$ cat src/core/jlu_pkg.sv
// Purpose: Shared constants and carriers for the jump-and-link unit.
// Assumes: 32-bit words, 5-bit register indices.
// Notes: Opcode and field positions follow the standard word layout.
package jlu_pkg;

  // ------------------------------------------------------------------
  // Instruction fields
  // ------------------------------------------------------------------
  localparam int OPC_MSB = 31;
  localparam int OPC_LSB = 26;
  localparam int SRC_MSB = 25;
  localparam int SRC_LSB = 21;
  localparam int RT_MSB = 20;
  localparam int RT_LSB = 16;
  localparam int DST_MSB = 15;
  localparam int DST_LSB = 11;
  localparam int HINT_MSB = 10;
  localparam int HINT_LSB = 6;
  localparam int BARRIER_BIT = 10;
  localparam int FUNCT_MSB = 5;
  localparam int INDEX_MSB = 25;
  localparam int REGION_LSB = 28;
  localparam int INDEX_SHIFT = 2;

  localparam logic [5:0] OPC_SPECIAL = 6'h00;
  localparam logic [5:0] OPC_REGION_JUMP = 6'h02;
  localparam logic [5:0] OPC_REGION_CALL = 6'h03;
  localparam logic [5:0] FUNCT_INDIRECT_CALL = 6'h09;

  localparam logic [4:0] LINK_REG_DEFAULT = 5'h1F;
  localparam logic [31:0] SLOT_OFFSET = 32'h0000_0004;
  localparam logic [31:0] LINK_OFFSET = 32'h0000_0008;
  localparam logic [3:0] HINT_LOW_DEFAULT = 4'h0;

  // ------------------------------------------------------------------
  // Types
  // ------------------------------------------------------------------
  typedef enum {
    JLU_KIND_REGION_JUMP,
    JLU_KIND_REGION_CALL,
    JLU_KIND_INDIRECT_CALL,
    JLU_KIND_INDIRECT_CALL_BARRIER
  } jlu_kind_t;

  typedef struct packed {
    logic [31:0] instr;
    logic [31:0] pc;
    logic [31:0] src_val;
  } jlu_req_t;

  typedef struct packed {
    logic valid;
    logic [4:0] idx;
    logic [31:0] data;
  } jlu_wr_t;

  typedef struct packed {
    logic valid;
    logic [31:0] target;
    logic isa_sel;
    logic clear_hazards;
  } jlu_redirect_t;

endpackage : jlu_pkg

$ cat src/core/jlu_target.sv
// Purpose: Forms the jump target and next instruction-set select bit.
// Assumes: Inputs are stable in the cycle the jump is issued.
// Notes: Purely combinational; the caller registers the result.
`timescale 1ns/10ps
`default_nettype none
module jlu_target
  import jlu_pkg::*;
#(
  parameter bit COMPRESSED = 1'b0
) (
  input wire logic indirect,
  input wire logic [31:0] pc,
  input wire logic [31:0] instr,
  input wire logic [31:0] src_val,
  input wire logic isa_now,
  output logic [31:0] target,
  output logic isa_next
);
  logic [31:0] slot_pc;

  // Upper bits come from the delay slot, so a jump in the last word lands in the next region
  assign slot_pc = pc + SLOT_OFFSET; // RULE2 RULE18

  always_comb begin
    if (indirect) begin
      target = {src_val[31:1], 1'b0}; // RULE7
      isa_next = COMPRESSED ? src_val[0] : isa_now; // RULE8
    end else begin
      target = {slot_pc[31:REGION_LSB], instr[INDEX_MSB:0], 2'b00}; // RULE1 RULE2
      isa_next = isa_now;
    end
  end
endmodule : jlu_target
`default_nettype wire

$ cat src/core/jlu_align_chk.sv
// Purpose: Decides whether a fetched jump target is misaligned.
// Assumes: raw is the target before bit 0 is forced to zero.
// Notes: Combinational.
`timescale 1ns/10ps
`default_nettype none
module jlu_align_chk #(
  parameter bit COMPRESSED = 1'b0
) (
  input wire logic [31:0] raw,
  output logic misaligned
);
  always_comb begin
    if (COMPRESSED) begin
      misaligned = (raw[0] == 1'b0) && (raw[1] == 1'b1); // RULE10
    end else begin
      misaligned = (raw[1:0] != 2'b00); // RULE9
    end
  end
endmodule : jlu_align_chk
`default_nettype wire

$ cat src/core/jlu_unit.sv
// Purpose: Executes region jumps and register-indirect calls, with delay slot.
// Assumes: Issue, slot-done and fetch-taken strobes come from core logic on clock.
// Notes: One jump in flight; req_ready is low until the target is fetched.
// Notes: COMPRESSED selects the two-set alignment rule and the select-bit load.
// Notes on behaviour
// [RULE1] Region target low 28 bits are the 26-bit index shifted left by two.
// [RULE2] Region target upper bits come from the delay-slot address.
// [RULE3] The instruction after the jump executes before control transfers.
// [RULE4] Region call writes its link into register 31.
// [RULE5] Link value is the jump address plus eight.
// [RULE6] Indirect call writes its link into the destination-field register.
// [RULE7] Indirect target has bit 0 forced to zero.
// [RULE8] With compressed set, select bit loads from source bit 0.
// [RULE9] Without compressed set, nonzero low two bits fault at fetch.
// [RULE10] With compressed set, bit0 zero and bit1 one faults at fetch.
// [RULE11] Software supplies aligned indirect targets without the compact set.
// [RULE12] Only hint zero is defined; other low hint values get default handling.
// [RULE13] Instruction bit 10 selects the hazard-barrier indirect call.
// [RULE14] Barrier form clears hazards before the target is fetched.
// [RULE15] Barrier call is accepted in every mode, no coprocessor check.
// [RULE16] Software keeps source and destination fields different.
// [RULE17] Software puts no jump or return in a delay slot.
// [RULE18] A jump in a region's last word goes to the next region.
// [RULE19] Source value is captured before the link is written.
`timescale 1ns/10ps
`default_nettype none
module jlu_unit
  import jlu_pkg::*;
#(
  parameter bit COMPRESSED = 1'b0
) (
  input wire logic clock,
  input wire logic rst_n,
  input wire logic req_valid,
  input wire jlu_req_t req,
  output logic req_ready,
  output logic req_is_jump,
  input wire logic slot_done,
  input wire logic fetch_taken,
  output jlu_wr_t link_wr,
  output jlu_redirect_t redirect,
  output logic fetch_addr_err,
  output logic isa_sel,
  output logic busy
);

  // ------------------------------------------------------------------
  // Decode
  // ------------------------------------------------------------------
  logic [5:0] opc;
  logic [5:0] funct;
  logic is_indirect;
  logic is_jump;
  jlu_kind_t kind;

  assign opc = req.instr[OPC_MSB:OPC_LSB];
  assign funct = req.instr[FUNCT_MSB:0];
  assign is_indirect = (opc == OPC_SPECIAL) && (funct == FUNCT_INDIRECT_CALL);
  assign is_jump = is_indirect || (opc == OPC_REGION_JUMP) || (opc == OPC_REGION_CALL);
  assign req_is_jump = is_jump;

  always_comb begin
    if (is_indirect) begin
      // Low hint bits other than zero are reserved and handled as default
      if (req.instr[BARRIER_BIT]) begin // RULE13 RULE12
        kind = JLU_KIND_INDIRECT_CALL_BARRIER;
      end else begin
        kind = JLU_KIND_INDIRECT_CALL;
      end
    end else if (opc == OPC_REGION_CALL) begin
      kind = JLU_KIND_REGION_CALL;
    end else begin
      kind = JLU_KIND_REGION_JUMP;
    end
  end

  // ------------------------------------------------------------------
  // Sequencer
  // ------------------------------------------------------------------
  typedef enum {ST_IDLE, ST_SLOT, ST_FETCH} jlu_state_t;
  jlu_state_t state_r;
  jlu_state_t state_nxt;
  logic take;

  // No mode or coprocessor check gates acceptance, so barrier calls work anywhere
  assign req_ready = (state_r == ST_IDLE); // RULE15
  assign take = req_valid && req_ready && is_jump;
  assign busy = (state_r != ST_IDLE);

  always_comb begin
    state_nxt = state_r;
    case (state_r)
      ST_IDLE: begin
        if (take) begin
          state_nxt = ST_SLOT;
        end
      end
      ST_SLOT: begin
        // Transfer waits for the delay-slot instruction to finish
        if (slot_done) begin // RULE3
          state_nxt = ST_FETCH;
        end
      end
      ST_FETCH: begin
        if (fetch_taken) begin
          state_nxt = ST_IDLE;
        end
      end
      default: begin
        state_nxt = ST_IDLE;
      end
    endcase
  end

  always_ff @(posedge clock or negedge rst_n) begin
    if (!rst_n) begin
      state_r <= ST_IDLE;
    end else begin
      state_r <= state_nxt;
    end
  end

  // ------------------------------------------------------------------
  // Target capture
  // ------------------------------------------------------------------
  logic [31:0] target_c;
  logic isa_c;
  logic [31:0] target_r;
  logic [31:0] raw_r;
  logic isa_next_r;
  logic barrier_r;
  logic isa_r;
  logic misaligned;
  logic indirect_kind;
  logic barrier_kind;
  logic link_kind;
  logic slot_end;
  logic fetch_end;

  assign indirect_kind = (kind == JLU_KIND_INDIRECT_CALL) || (kind == JLU_KIND_INDIRECT_CALL_BARRIER);
  assign barrier_kind = (kind == JLU_KIND_INDIRECT_CALL_BARRIER); // RULE13
  assign link_kind = (kind != JLU_KIND_REGION_JUMP);
  assign slot_end = (state_r == ST_SLOT) && slot_done; // RULE3
  // A fetch strobe outside the fetch state is ignored
  assign fetch_end = (state_r == ST_FETCH) && fetch_taken;

  // Target and select bit are formed from the request as offered
  jlu_target #(
    .COMPRESSED(COMPRESSED)
  ) u_target (
    .indirect(indirect_kind),
    .pc(req.pc),
    .instr(req.instr),
    .src_val(req.src_val),
    .isa_now(isa_r),
    .target(target_c),
    .isa_next(isa_c)
  );

  // Source value is latched at issue, ahead of the link write that lands a cycle later
  always_ff @(posedge clock or negedge rst_n) begin
    if (!rst_n) begin
      target_r <= 32'h0000_0000;
    end else if (take) begin
      target_r <= target_c; // RULE19
    end
  end

  // Alignment is judged on the source as given, before bit 0 is cleared
  always_ff @(posedge clock or negedge rst_n) begin
    if (!rst_n) begin
      raw_r <= 32'h0000_0000;
    end else if (take) begin
      raw_r <= indirect_kind ? req.src_val : target_c; // RULE9 RULE10
    end
  end

  always_ff @(posedge clock or negedge rst_n) begin
    if (!rst_n) begin
      isa_next_r <= 1'b0;
    end else if (take) begin
      isa_next_r <= isa_c; // RULE8
    end
  end

  always_ff @(posedge clock or negedge rst_n) begin
    if (!rst_n) begin
      barrier_r <= 1'b0;
    end else if (take) begin
      barrier_r <= barrier_kind; // RULE14
    end
  end

  // ------------------------------------------------------------------
  // Alignment check
  // ------------------------------------------------------------------
  // Region targets are built aligned, so only indirect sources can fault
  jlu_align_chk #(
    .COMPRESSED(COMPRESSED)
  ) u_align (
    .raw(raw_r),
    .misaligned(misaligned)
  );

  // ------------------------------------------------------------------
  // Link write
  // ------------------------------------------------------------------
  logic link_valid_r;
  logic [4:0] link_idx_r;
  logic [31:0] link_data_r;

  // Plain region jumps produce no link write
  always_ff @(posedge clock or negedge rst_n) begin
    if (!rst_n) begin
      link_valid_r <= 1'b0;
    end else begin
      link_valid_r <= take && link_kind; // RULE4
    end
  end

  // Data and index hold between pulses for a late register-file write
  always_ff @(posedge clock or negedge rst_n) begin
    if (!rst_n) begin
      link_data_r <= 32'h0000_0000;
    end else if (take) begin
      link_data_r <= req.pc + LINK_OFFSET; // RULE5
    end
  end

  always_ff @(posedge clock or negedge rst_n) begin
    if (!rst_n) begin
      link_idx_r <= 5'h00;
    end else if (take && indirect_kind) begin
      link_idx_r <= req.instr[DST_MSB:DST_LSB]; // RULE6
    end else if (take) begin
      link_idx_r <= LINK_REG_DEFAULT; // RULE4
    end
  end

  assign link_wr = '{valid: link_valid_r, idx: link_idx_r, data: link_data_r};

  // ------------------------------------------------------------------
  // Redirect
  // ------------------------------------------------------------------
  logic redir_valid_r;
  logic [31:0] redir_target_r;
  logic redir_clear_r;

  always_ff @(posedge clock or negedge rst_n) begin
    if (!rst_n) begin
      redir_valid_r <= 1'b0;
    end else begin
      redir_valid_r <= slot_end; // RULE3
    end
  end

  // Target holds after the pulse so fetch may sample it late
  always_ff @(posedge clock or negedge rst_n) begin
    if (!rst_n) begin
      redir_target_r <= 32'h0000_0000;
    end else if (slot_end) begin
      redir_target_r <= target_r;
    end
  end

  // Clear is raised with the redirect so no target fetch precedes it
  always_ff @(posedge clock or negedge rst_n) begin
    if (!rst_n) begin
      redir_clear_r <= 1'b0;
    end else begin
      redir_clear_r <= slot_end && barrier_r; // RULE14
    end
  end

  assign redirect = '{valid: redir_valid_r, target: redir_target_r,
    isa_sel: isa_r, clear_hazards: redir_clear_r};

  // ------------------------------------------------------------------
  // Select bit and fetch fault
  // ------------------------------------------------------------------
  // Select bit changes with the redirect, never at issue
  always_ff @(posedge clock or negedge rst_n) begin
    if (!rst_n) begin
      isa_r <= 1'b0;
    end else if (slot_end) begin
      isa_r <= isa_next_r; // RULE8
    end
  end
  assign isa_sel = isa_r;

  // Fault is reported on the fetch of the target, not at issue
  always_ff @(posedge clock or negedge rst_n) begin
    if (!rst_n) begin
      fetch_addr_err <= 1'b0;
    end else begin
      fetch_addr_err <= fetch_end && misaligned; // RULE9 RULE10
    end
  end

endmodule : jlu_unit
`default_nettype wire

$ cat config.mk
export PLATFORM = sky130hd
export DESIGN_NAME = jlu_unit
export DESIGN_NICKNAME = d
export VERILOG_FILES = /design/src/core/jlu_pkg.sv /design/src/core/jlu_target.sv /design/src/core/jlu_align_chk.sv /design/src/core/jlu_unit.sv
export SDC_FILE = /design/constraint.sdc
export NUM_CORES = 1
export LEC_CHECK = 0
export ABC_AREA = 1
export ABC_CLOCK_PERIOD_IN_PS = 1500
export BUFFER_PORTS_ARGS = -buffer_cell sky130_fd_sc_hd__buf_2
export CORE_MARGIN = 1
export CORE_UTILIZATION = 40
export CTS_CLUSTER_SIZE = 16
export DETAILED_ROUTE_END_ITERATION = 7
export GPL_ROUTABILITY_DRIVEN = 0
export PLACE_DENSITY_LB_ADDON = 0.1
export SLEW_MARGIN = 20
export SYNTH_ARGS = -nofsm -noshare
export SYNTH_HDL_FRONTEND = slang
export SYNTH_SLANG_ARGS = --single-unit
export TNS_END_PERCENT = 1
$ cat constraint.sdc
create_clock -name clock -period 1.5 [get_ports clock]
set_input_delay 0.3 -clock clock [delete_from_list [all_inputs] [get_ports clock]]
set_output_delay 0.3 -clock clock [all_outputs]
set_load 0.005 [all_outputs]
======== After elaboration in Yosys (flattened, before gate mapping) ========
Index checks and enable logic that the tools add are counted.
storage, ports and cells
  register bits after elaboration ......... 142
  bits of input ports ..................... 101
  output and inout bits ................... 78
operators by class
  add/subtract/negate cells ............... 2
  eq/ne operators ......................... 12
  mux-type cells .......................... 11
  reduce and logical (&&, ||, !) cells .... 20
operators with widths
  cell                     number
  $mux W32                 5
  $eq A32 B3 Y1 const B    3
  $pmux W32 S3             1
  $eq A32 B2 Y1 const B    2
  $logic_not A32 Y1        2
  $reduce_bool A32 Y1      2
  $add A32 B3 Y32 const B  1
  $add A32 B4 Y32 const B  1
  $eq A32 B1 Y1 const B    1
  $eq A6 B2 Y1 const B     2
  $mux W5                  2
  $logic_and A1 B1 Y1      9
  $eq A6 B4 Y1 const B     1
  $logic_not A6 Y1         1
  $ne A2 B2 Y1 const B     3
  $reduce_bool A2 Y1       2
  $logic_or A1 B1 Y1       3
  $reduce_and A3 Y1        1
  $mux W1                  2
  $mux W2                  1

======== Logic depth before layout (Yosys ltp) ========
  depth after elaboration ................. 7
  mapped depth ............................ 12
  mapped depth without buffers ............ 10

======== By module ========
From an unflattened synthesis, not the netlist that was laid out.
second synthesis, totals
  cells, all modules ...................... 1075
  area total of the unflattened synthesis .. 7412.1 µm²
modules (own cells, without submodules)
  module         instances  cells each  area each (µm²)  seq. area each (µm²)
  jlu_unit       1          888         6640.1           3553.4
  jlu_target     1          184         760.7            0.0
  jlu_align_chk  1          3           11.3             0.0

======== Worst setup path before layout ========
No wires, ideal clock.
  path type ............................... register to register
  from .................................... reg state_r[0]
  to ...................................... reg target_r[2]
  setup time .............................. 0.126 ns
  arrival ................................. 1.361 ns
  required time ........................... 1.374 ns
  setup slack ............................. 0.013 ns
  stages on the path, launching flop included .. 10
  cells stage by stage .................... dfrtp_1 > nor2_1 > inv_1 > nor2_2 > nand2_2 > buf_6 > inv_4 > buf_8 > buf_6 > o21ai_0
between the ends
  longest elaborated chain between the ends .. 3
RTL lines
  what                              RTL line         source
  from (decl)                       jlu_unit.sv:81   jlu_state_t state_r;
  from (signal assigned)            jlu_unit.sv:119  state_r <= state_nxt;
  $logic_not A32 Y1                 jlu_unit.sv:86   assign req_ready = (state_r == ST_IDLE);
  via req_ready                     jlu_unit.sv:36   output logic req_ready,
  $logic_and A1 B1 Y1 (2 in a row)  jlu_unit.sv:87   assign take = req_valid && req_ready && is_jump;
  to (signal assigned)              jlu_unit.sv:165  target_r <= target_c;
  to (decl)                         jlu_unit.sv:128  logic [31:0] target_r;
The timed path passes the listed nets, and every way through them passes these cells.
A chain may end at the register's enable or synchronous reset.

======== Worst setup path in the final report ========
  from .................................... in req[95] (netlist name)
  to ...................................... out req_is_jump
between the ends
  longest elaborated chain between the ends .. 4
  elaborated cells on any way between the ends .. 6
  classes of those cells .................. eq/ne: 2; reduce/logical: 4
RTL lines
  what                  RTL line        source
  from (decl)           jlu_unit.sv:35  input wire jlu_req_t req,
  $logic_not A6 Y1      jlu_unit.sv:58  assign is_indirect = (opc == OPC_SPECIAL) && (funct == FUNCT_INDIRECT_CALL);
  $logic_and A1 B1 Y1   jlu_unit.sv:58
  $logic_or A1 B1 Y1    jlu_unit.sv:59  assign is_jump = is_indirect || (opc == OPC_REGION_JUMP) || (opc == OPC_REGION_CALL);
  $logic_or A1 B1 Y1 *  jlu_unit.sv:59
  to (decl)             jlu_unit.sv:37  output logic req_is_jump,
Mark *: on every way between the ends. The rest lies on a longest branch, timed or not.

==> results.md <==
Route:
- In the routed design, unresolved DRC markers number 0.
- The number of DRC markers in iteration 0 is 263.
- The count of nets left with antenna violations after detail routing is 0.
- Across all layers, the routed design uses 5281 vias.
- Using the TritonRoute via totals, the vias-per-cell ratio works out to 4.76.
- In the final routed layout, each cell accounts on average for 13.4 µm.
- Wires add up to 14900 µm.
- The first detailed-routing pass took 5 iterations.

Pwr:
- In this run the power density over the cells is 1120 nW/µm².
- The completed layout was analyzed and its total power is 8.12 mW.
- In this run the static leakage power is 3.93 nW.
- The peak supply drop is 0.000741 V.

Timing:
- The tightest hold path in the finished design has a slack of 0.151 ns.
- The final clock period utilization by the worst path is 95.0%.
- Summed over all failing endpoints, the final setup total negative slack is 0 ns.
- The number of setup violations in the final report is 0.
- The number of pins with negative max-slew slack in the final report is 0.
- The final period demand of the worst path is 1.42 ns.
- Across the routed clock network, the largest skew measured is 0.00734 ns.
- The hold violation total from the final report is 0.
- Static timing analysis puts the maximum clock frequency at 0.702 GHz.
- Setup repair after global routing left no endpoint under its margin.

GRT:
- The first global-routing pass estimated 24800 µm of wire.
- The total routing resource utilization after global routing is 22.2%.
- The via count of the first global-routing pass is 5109.
- The initial antenna violation count is 0.
- The maximum number of pins on one net before global-route repair is 56.
- The total global routing overflow is 0.

Cells and area:
- The share of final-layout standard cells stronger than drive strength 1 is 29.6%.
- The final design area excluding fillers is 7230 µm².
- The post-layout net count is 1031.
- The filler cell count in the final layout is 1303.
- The non-filler instance count after layout is 1110.
- The antenna cell count is 0.
- The area overhead of the layout relative to synthesis is 31.0%.

Critical path:
- The maximum single-stage delay on the critical path is 0.12 ns.
- The type of element capturing the critical path is an output pin.
- The arrival time at the worst endpoint is 1.12 ns.
- The worst setup path is launched from a primary input.
- The signal on the critical path passes through buf_2, nor2_2, nand2_1, inv_2, nand2_1, nand2_4, buf_4, buf_2.
- By startpoint and endpoint, the worst setup path is classified as primary input to output pin.
- The data required time at the worst endpoint is 1.20 ns.
- The worst-path cell with the longest stage delay is sky130_fd_sc_hd__buf_4.
- The reg-to-reg setup timing slack is 0.15 ns.
- The peak fanout along the critical path is 4.

Floorplanning:
- In this run the horizontal extent of the chip is 119 µm.
- In this run the core area contains 42 standard-cell rows.
- The die covers 14300 µm².
- The count of boundary I/O pins is 179.
- The core box area is 13300 µm².
- The floorplan step set the die height to 119 µm.
- The starting density of the core is 41.3%.

Synthesis:
- The net count of the mapped netlist is 828.
- The number of instances in the synthesized netlist is 726.
- Synthesis instantiated 33 different standard cells from the library.
- Dividing the synthesized area by the synthesized cell count gives 7.60 µm².
- The number of register bits inferred by synthesis is 109.
- Sequential cells were found to cover 49.4% of the synthesized design area.
- The number of warnings printed during yosys synthesis is 0.
- In this run the cell area of the synthesized design comes to 5520 µm².

CTS:
- The buffer levels on the longest clock path is 2.
- The cell sitting at the root of the clock tree is a sky130_fd_sc_hd__clkbuf_16.
- For this design, the sink count on the clock tree is 109.
- TritonCTS built the clock tree.
- The clock reaches the later pin of the worst-skew pair after 0.36 ns.
- The number of clock buffers added by TritonCTS is 9.
- The clock-pin transition on the worst setup and hold timing paths is 0.08 ns.
- The number of H-tree levels is 3.

Hold path:
- The worst min-delay path class is primary input to register.

Outcome:
- The run finished with clean final reports.

Place:
- The wire-length estimate of the detail-placed layout is 11500 µm.
- After detailed placement, the total cell area comes to 6870 µm².
- Counting tap cells, the placed design contains a total of 1093 instances.
- The count of input and output buffers is 177.

Job:
- Across the run, the number of max-cap violations was 0.
==> where the power goes <==
part / switching, mW / internal, mW / leakage [nW] / total (mW)
logic: 0.856 / 0.819 / 2.40 / 1.67
registers: 0.300 / 3.57 / 1.37 / 3.87
clock network: 1.22 / 1.35 / 0.158 / 2.57
total: 2.37 / 5.74 / 3.93 / 8.12
==> routing by layer <==
layer	vias up	global-route usage (%)	routed length [µm]
met1	2440	30.1	6940
met3	23	4.12	876
met4	0	8.67	265
met5	-	0	0
met2	159	35.1	6790
li1	2659	-	-
==> cells in the final DEF (no fill, tap or decap), types with 2 or more instances in the layout <==
cell type / count
sky130_fd_sc_hd__dfrtp_1: 109
sky130_fd_sc_hd__inv_1: 48
sky130_fd_sc_hd__xor2_1: 5
sky130_fd_sc_hd__inv_2: 4
sky130_fd_sc_hd__nor2_1: 53
sky130_fd_sc_hd__nor2_2: 8
sky130_fd_sc_hd__o21ai_1: 14
sky130_fd_sc_hd__xnor2_1: 10
sky130_fd_sc_hd__buf_2: 176
sky130_fd_sc_hd__a21oi_1: 5
sky130_fd_sc_hd__nand2_1: 335
sky130_fd_sc_hd__nand4_1: 6
sky130_fd_sc_hd__buf_4: 35
sky130_fd_sc_hd__nand3_2: 3
sky130_fd_sc_hd__o21ai_0: 41
sky130_fd_sc_hd__o21ai_2: 16
sky130_fd_sc_hd__buf_12: 9
sky130_fd_sc_hd__nor2_4: 3
sky130_fd_sc_hd__inv_6: 4
sky130_fd_sc_hd__inv_8: 2
sky130_fd_sc_hd__nand3_1: 20
sky130_fd_sc_hd__nand3b_1: 6
sky130_fd_sc_hd__nand2_4: 2
sky130_fd_sc_hd__clkbuf_16: 9
==> critical path: cells and delay by family <==
| kind | cells | cell delay, ns |
|---|---|---|
| and+or+nand+nor | 4 | 0.41 |
| buffers and inverters | 4 | 0.41 |
==> sequential cells by signal (all words and copies together), names as in the netlist, 2 cells and up <==
register,flops
link_idx_r,5
target_r,31
redir_target_r,31
state_r,2
link_data_r,32
==> per-stage QoR <==
stage | setup WS, ns | util [%]
2_1_floorplan | 0.0133 | -
3_3_place_gp | -0.0478 | 51.5
3_5_place_dp | -0.144 | 51.5
4_1_cts | 0.0505 | 54.0
5_1_grt | 0.00688 | 54.2
6_report | 0.0757 | 54.2
==> cell type report <==
| cell class | count | area (µm²) | share of cell area (%) |
|---|---|---|---|
| multi-input combinational | 534 | 2410 | 33.4 |
| inverter | 53 | 204 | 2.82 |
| clock buffer | 9 | 225 | 3.12 |
| sequential | 109 | 2730 | 37.7 |
| tap | 176 | 220 | 3.05 |
| clock inverter | 7 | 95.1 | 1.32 |
| timing repair buffer | 222 | 1350 | 18.6 |
==> cell families after synthesis <==
kind of cell             Yosys count  synth area share [%]
AO/OA/AOI/OAI                     78                  8.25
XOR/XNOR                          15                  2.38
adder cells (fa/ha/maj)            1                 0.227
buffers and inverters             83                  7.30
flip-flops                       109                  49.4
other                              1                0.0679
AND/OR/NAND/NOR                  439                  32.4
==> final timing paths <==
kind                                               from                        endpoint  cells after the start
worst max-delay path                            req[95]                     req_is_jump                      8
worst min-delay path                        fetch_taken          state_r[1]$_DFFE_PN0P_                      2
worst max register to register   state_r[1]$_DFFE_PN0P_       link_idx_r[2]$_DFFE_PN0P_                      8
worst min register to register  target_r[6]$_DFFE_PN0P_   redir_target_r[6]$_DFFE_PN0P_                      2
max in group asynchronous                         rst_n  redir_target_r[12]$_DFFE_PN0P_                      3
min in group asynchronous                         rst_n  redir_target_r[28]$_DFFE_PN0P_                      2
==> cells in the mapped netlist <==
cell type	count	area share, %
sky130_fd_sc_hd__xor2_1	5	0.79
sky130_fd_sc_hd__buf_6	5	1.0
sky130_fd_sc_hd__nor2_2	7	0.79
sky130_fd_sc_hd__buf_4	6	0.82
sky130_fd_sc_hd__clkbuf_4	1	0.14
sky130_fd_sc_hd__inv_4	1	0.11
sky130_fd_sc_hd__a21oi_1	5	0.45
sky130_fd_sc_hd__nand2_2	1	0.11
sky130_fd_sc_hd__ha_1	1	0.23
sky130_fd_sc_hd__nand3_1	20	1.8
sky130_fd_sc_hd__o21ai_2	16	2.5
sky130_fd_sc_hd__nor3_1	1	0.091
sky130_fd_sc_hd__dfrtp_1	109	49
sky130_fd_sc_hd__nand3b_1	6	0.82
sky130_fd_sc_hd__nand3_2	3	0.54
sky130_fd_sc_hd__nand2_4	1	0.20
sky130_fd_sc_hd__clkbuf_1	14	0.95
sky130_fd_sc_hd__o21bai_1	1	0.14
sky130_fd_sc_hd__o31ai_1	1	0.14
sky130_fd_sc_hd__inv_2	4	0.27
sky130_fd_sc_hd__conb_1	1	0.068
sky130_fd_sc_hd__o21ai_1	14	1.3
sky130_fd_sc_hd__buf_2	2	0.18
sky130_fd_sc_hd__nand2_1	335	23
sky130_fd_sc_hd__xnor2_1	10	1.6
sky130_fd_sc_hd__nor2_1	56	3.8
sky130_fd_sc_hd__nor3_2	1	0.18
sky130_fd_sc_hd__o21ai_0	41	3.7
sky130_fd_sc_hd__nand4_1	6	0.68
sky130_fd_sc_hd__buf_8	2	0.54
sky130_fd_sc_hd__nand3_4	1	0.32
sky130_fd_sc_hd__inv_1	48	3.3
sky130_fd_sc_hd__nor2_4	1	0.20
==> what timing repair did <==
action | CTS | global route
buffers inserted | 0 | 0
hold endpoints to repair | 19 | 0
endpoints found under the setup margin | 1 | 54
hold buffers | 1 | 0
pin swaps | 0 | 0
gates resized for setup | 1 | 7
Note: power is estimated with default switching activity, not from simulation.
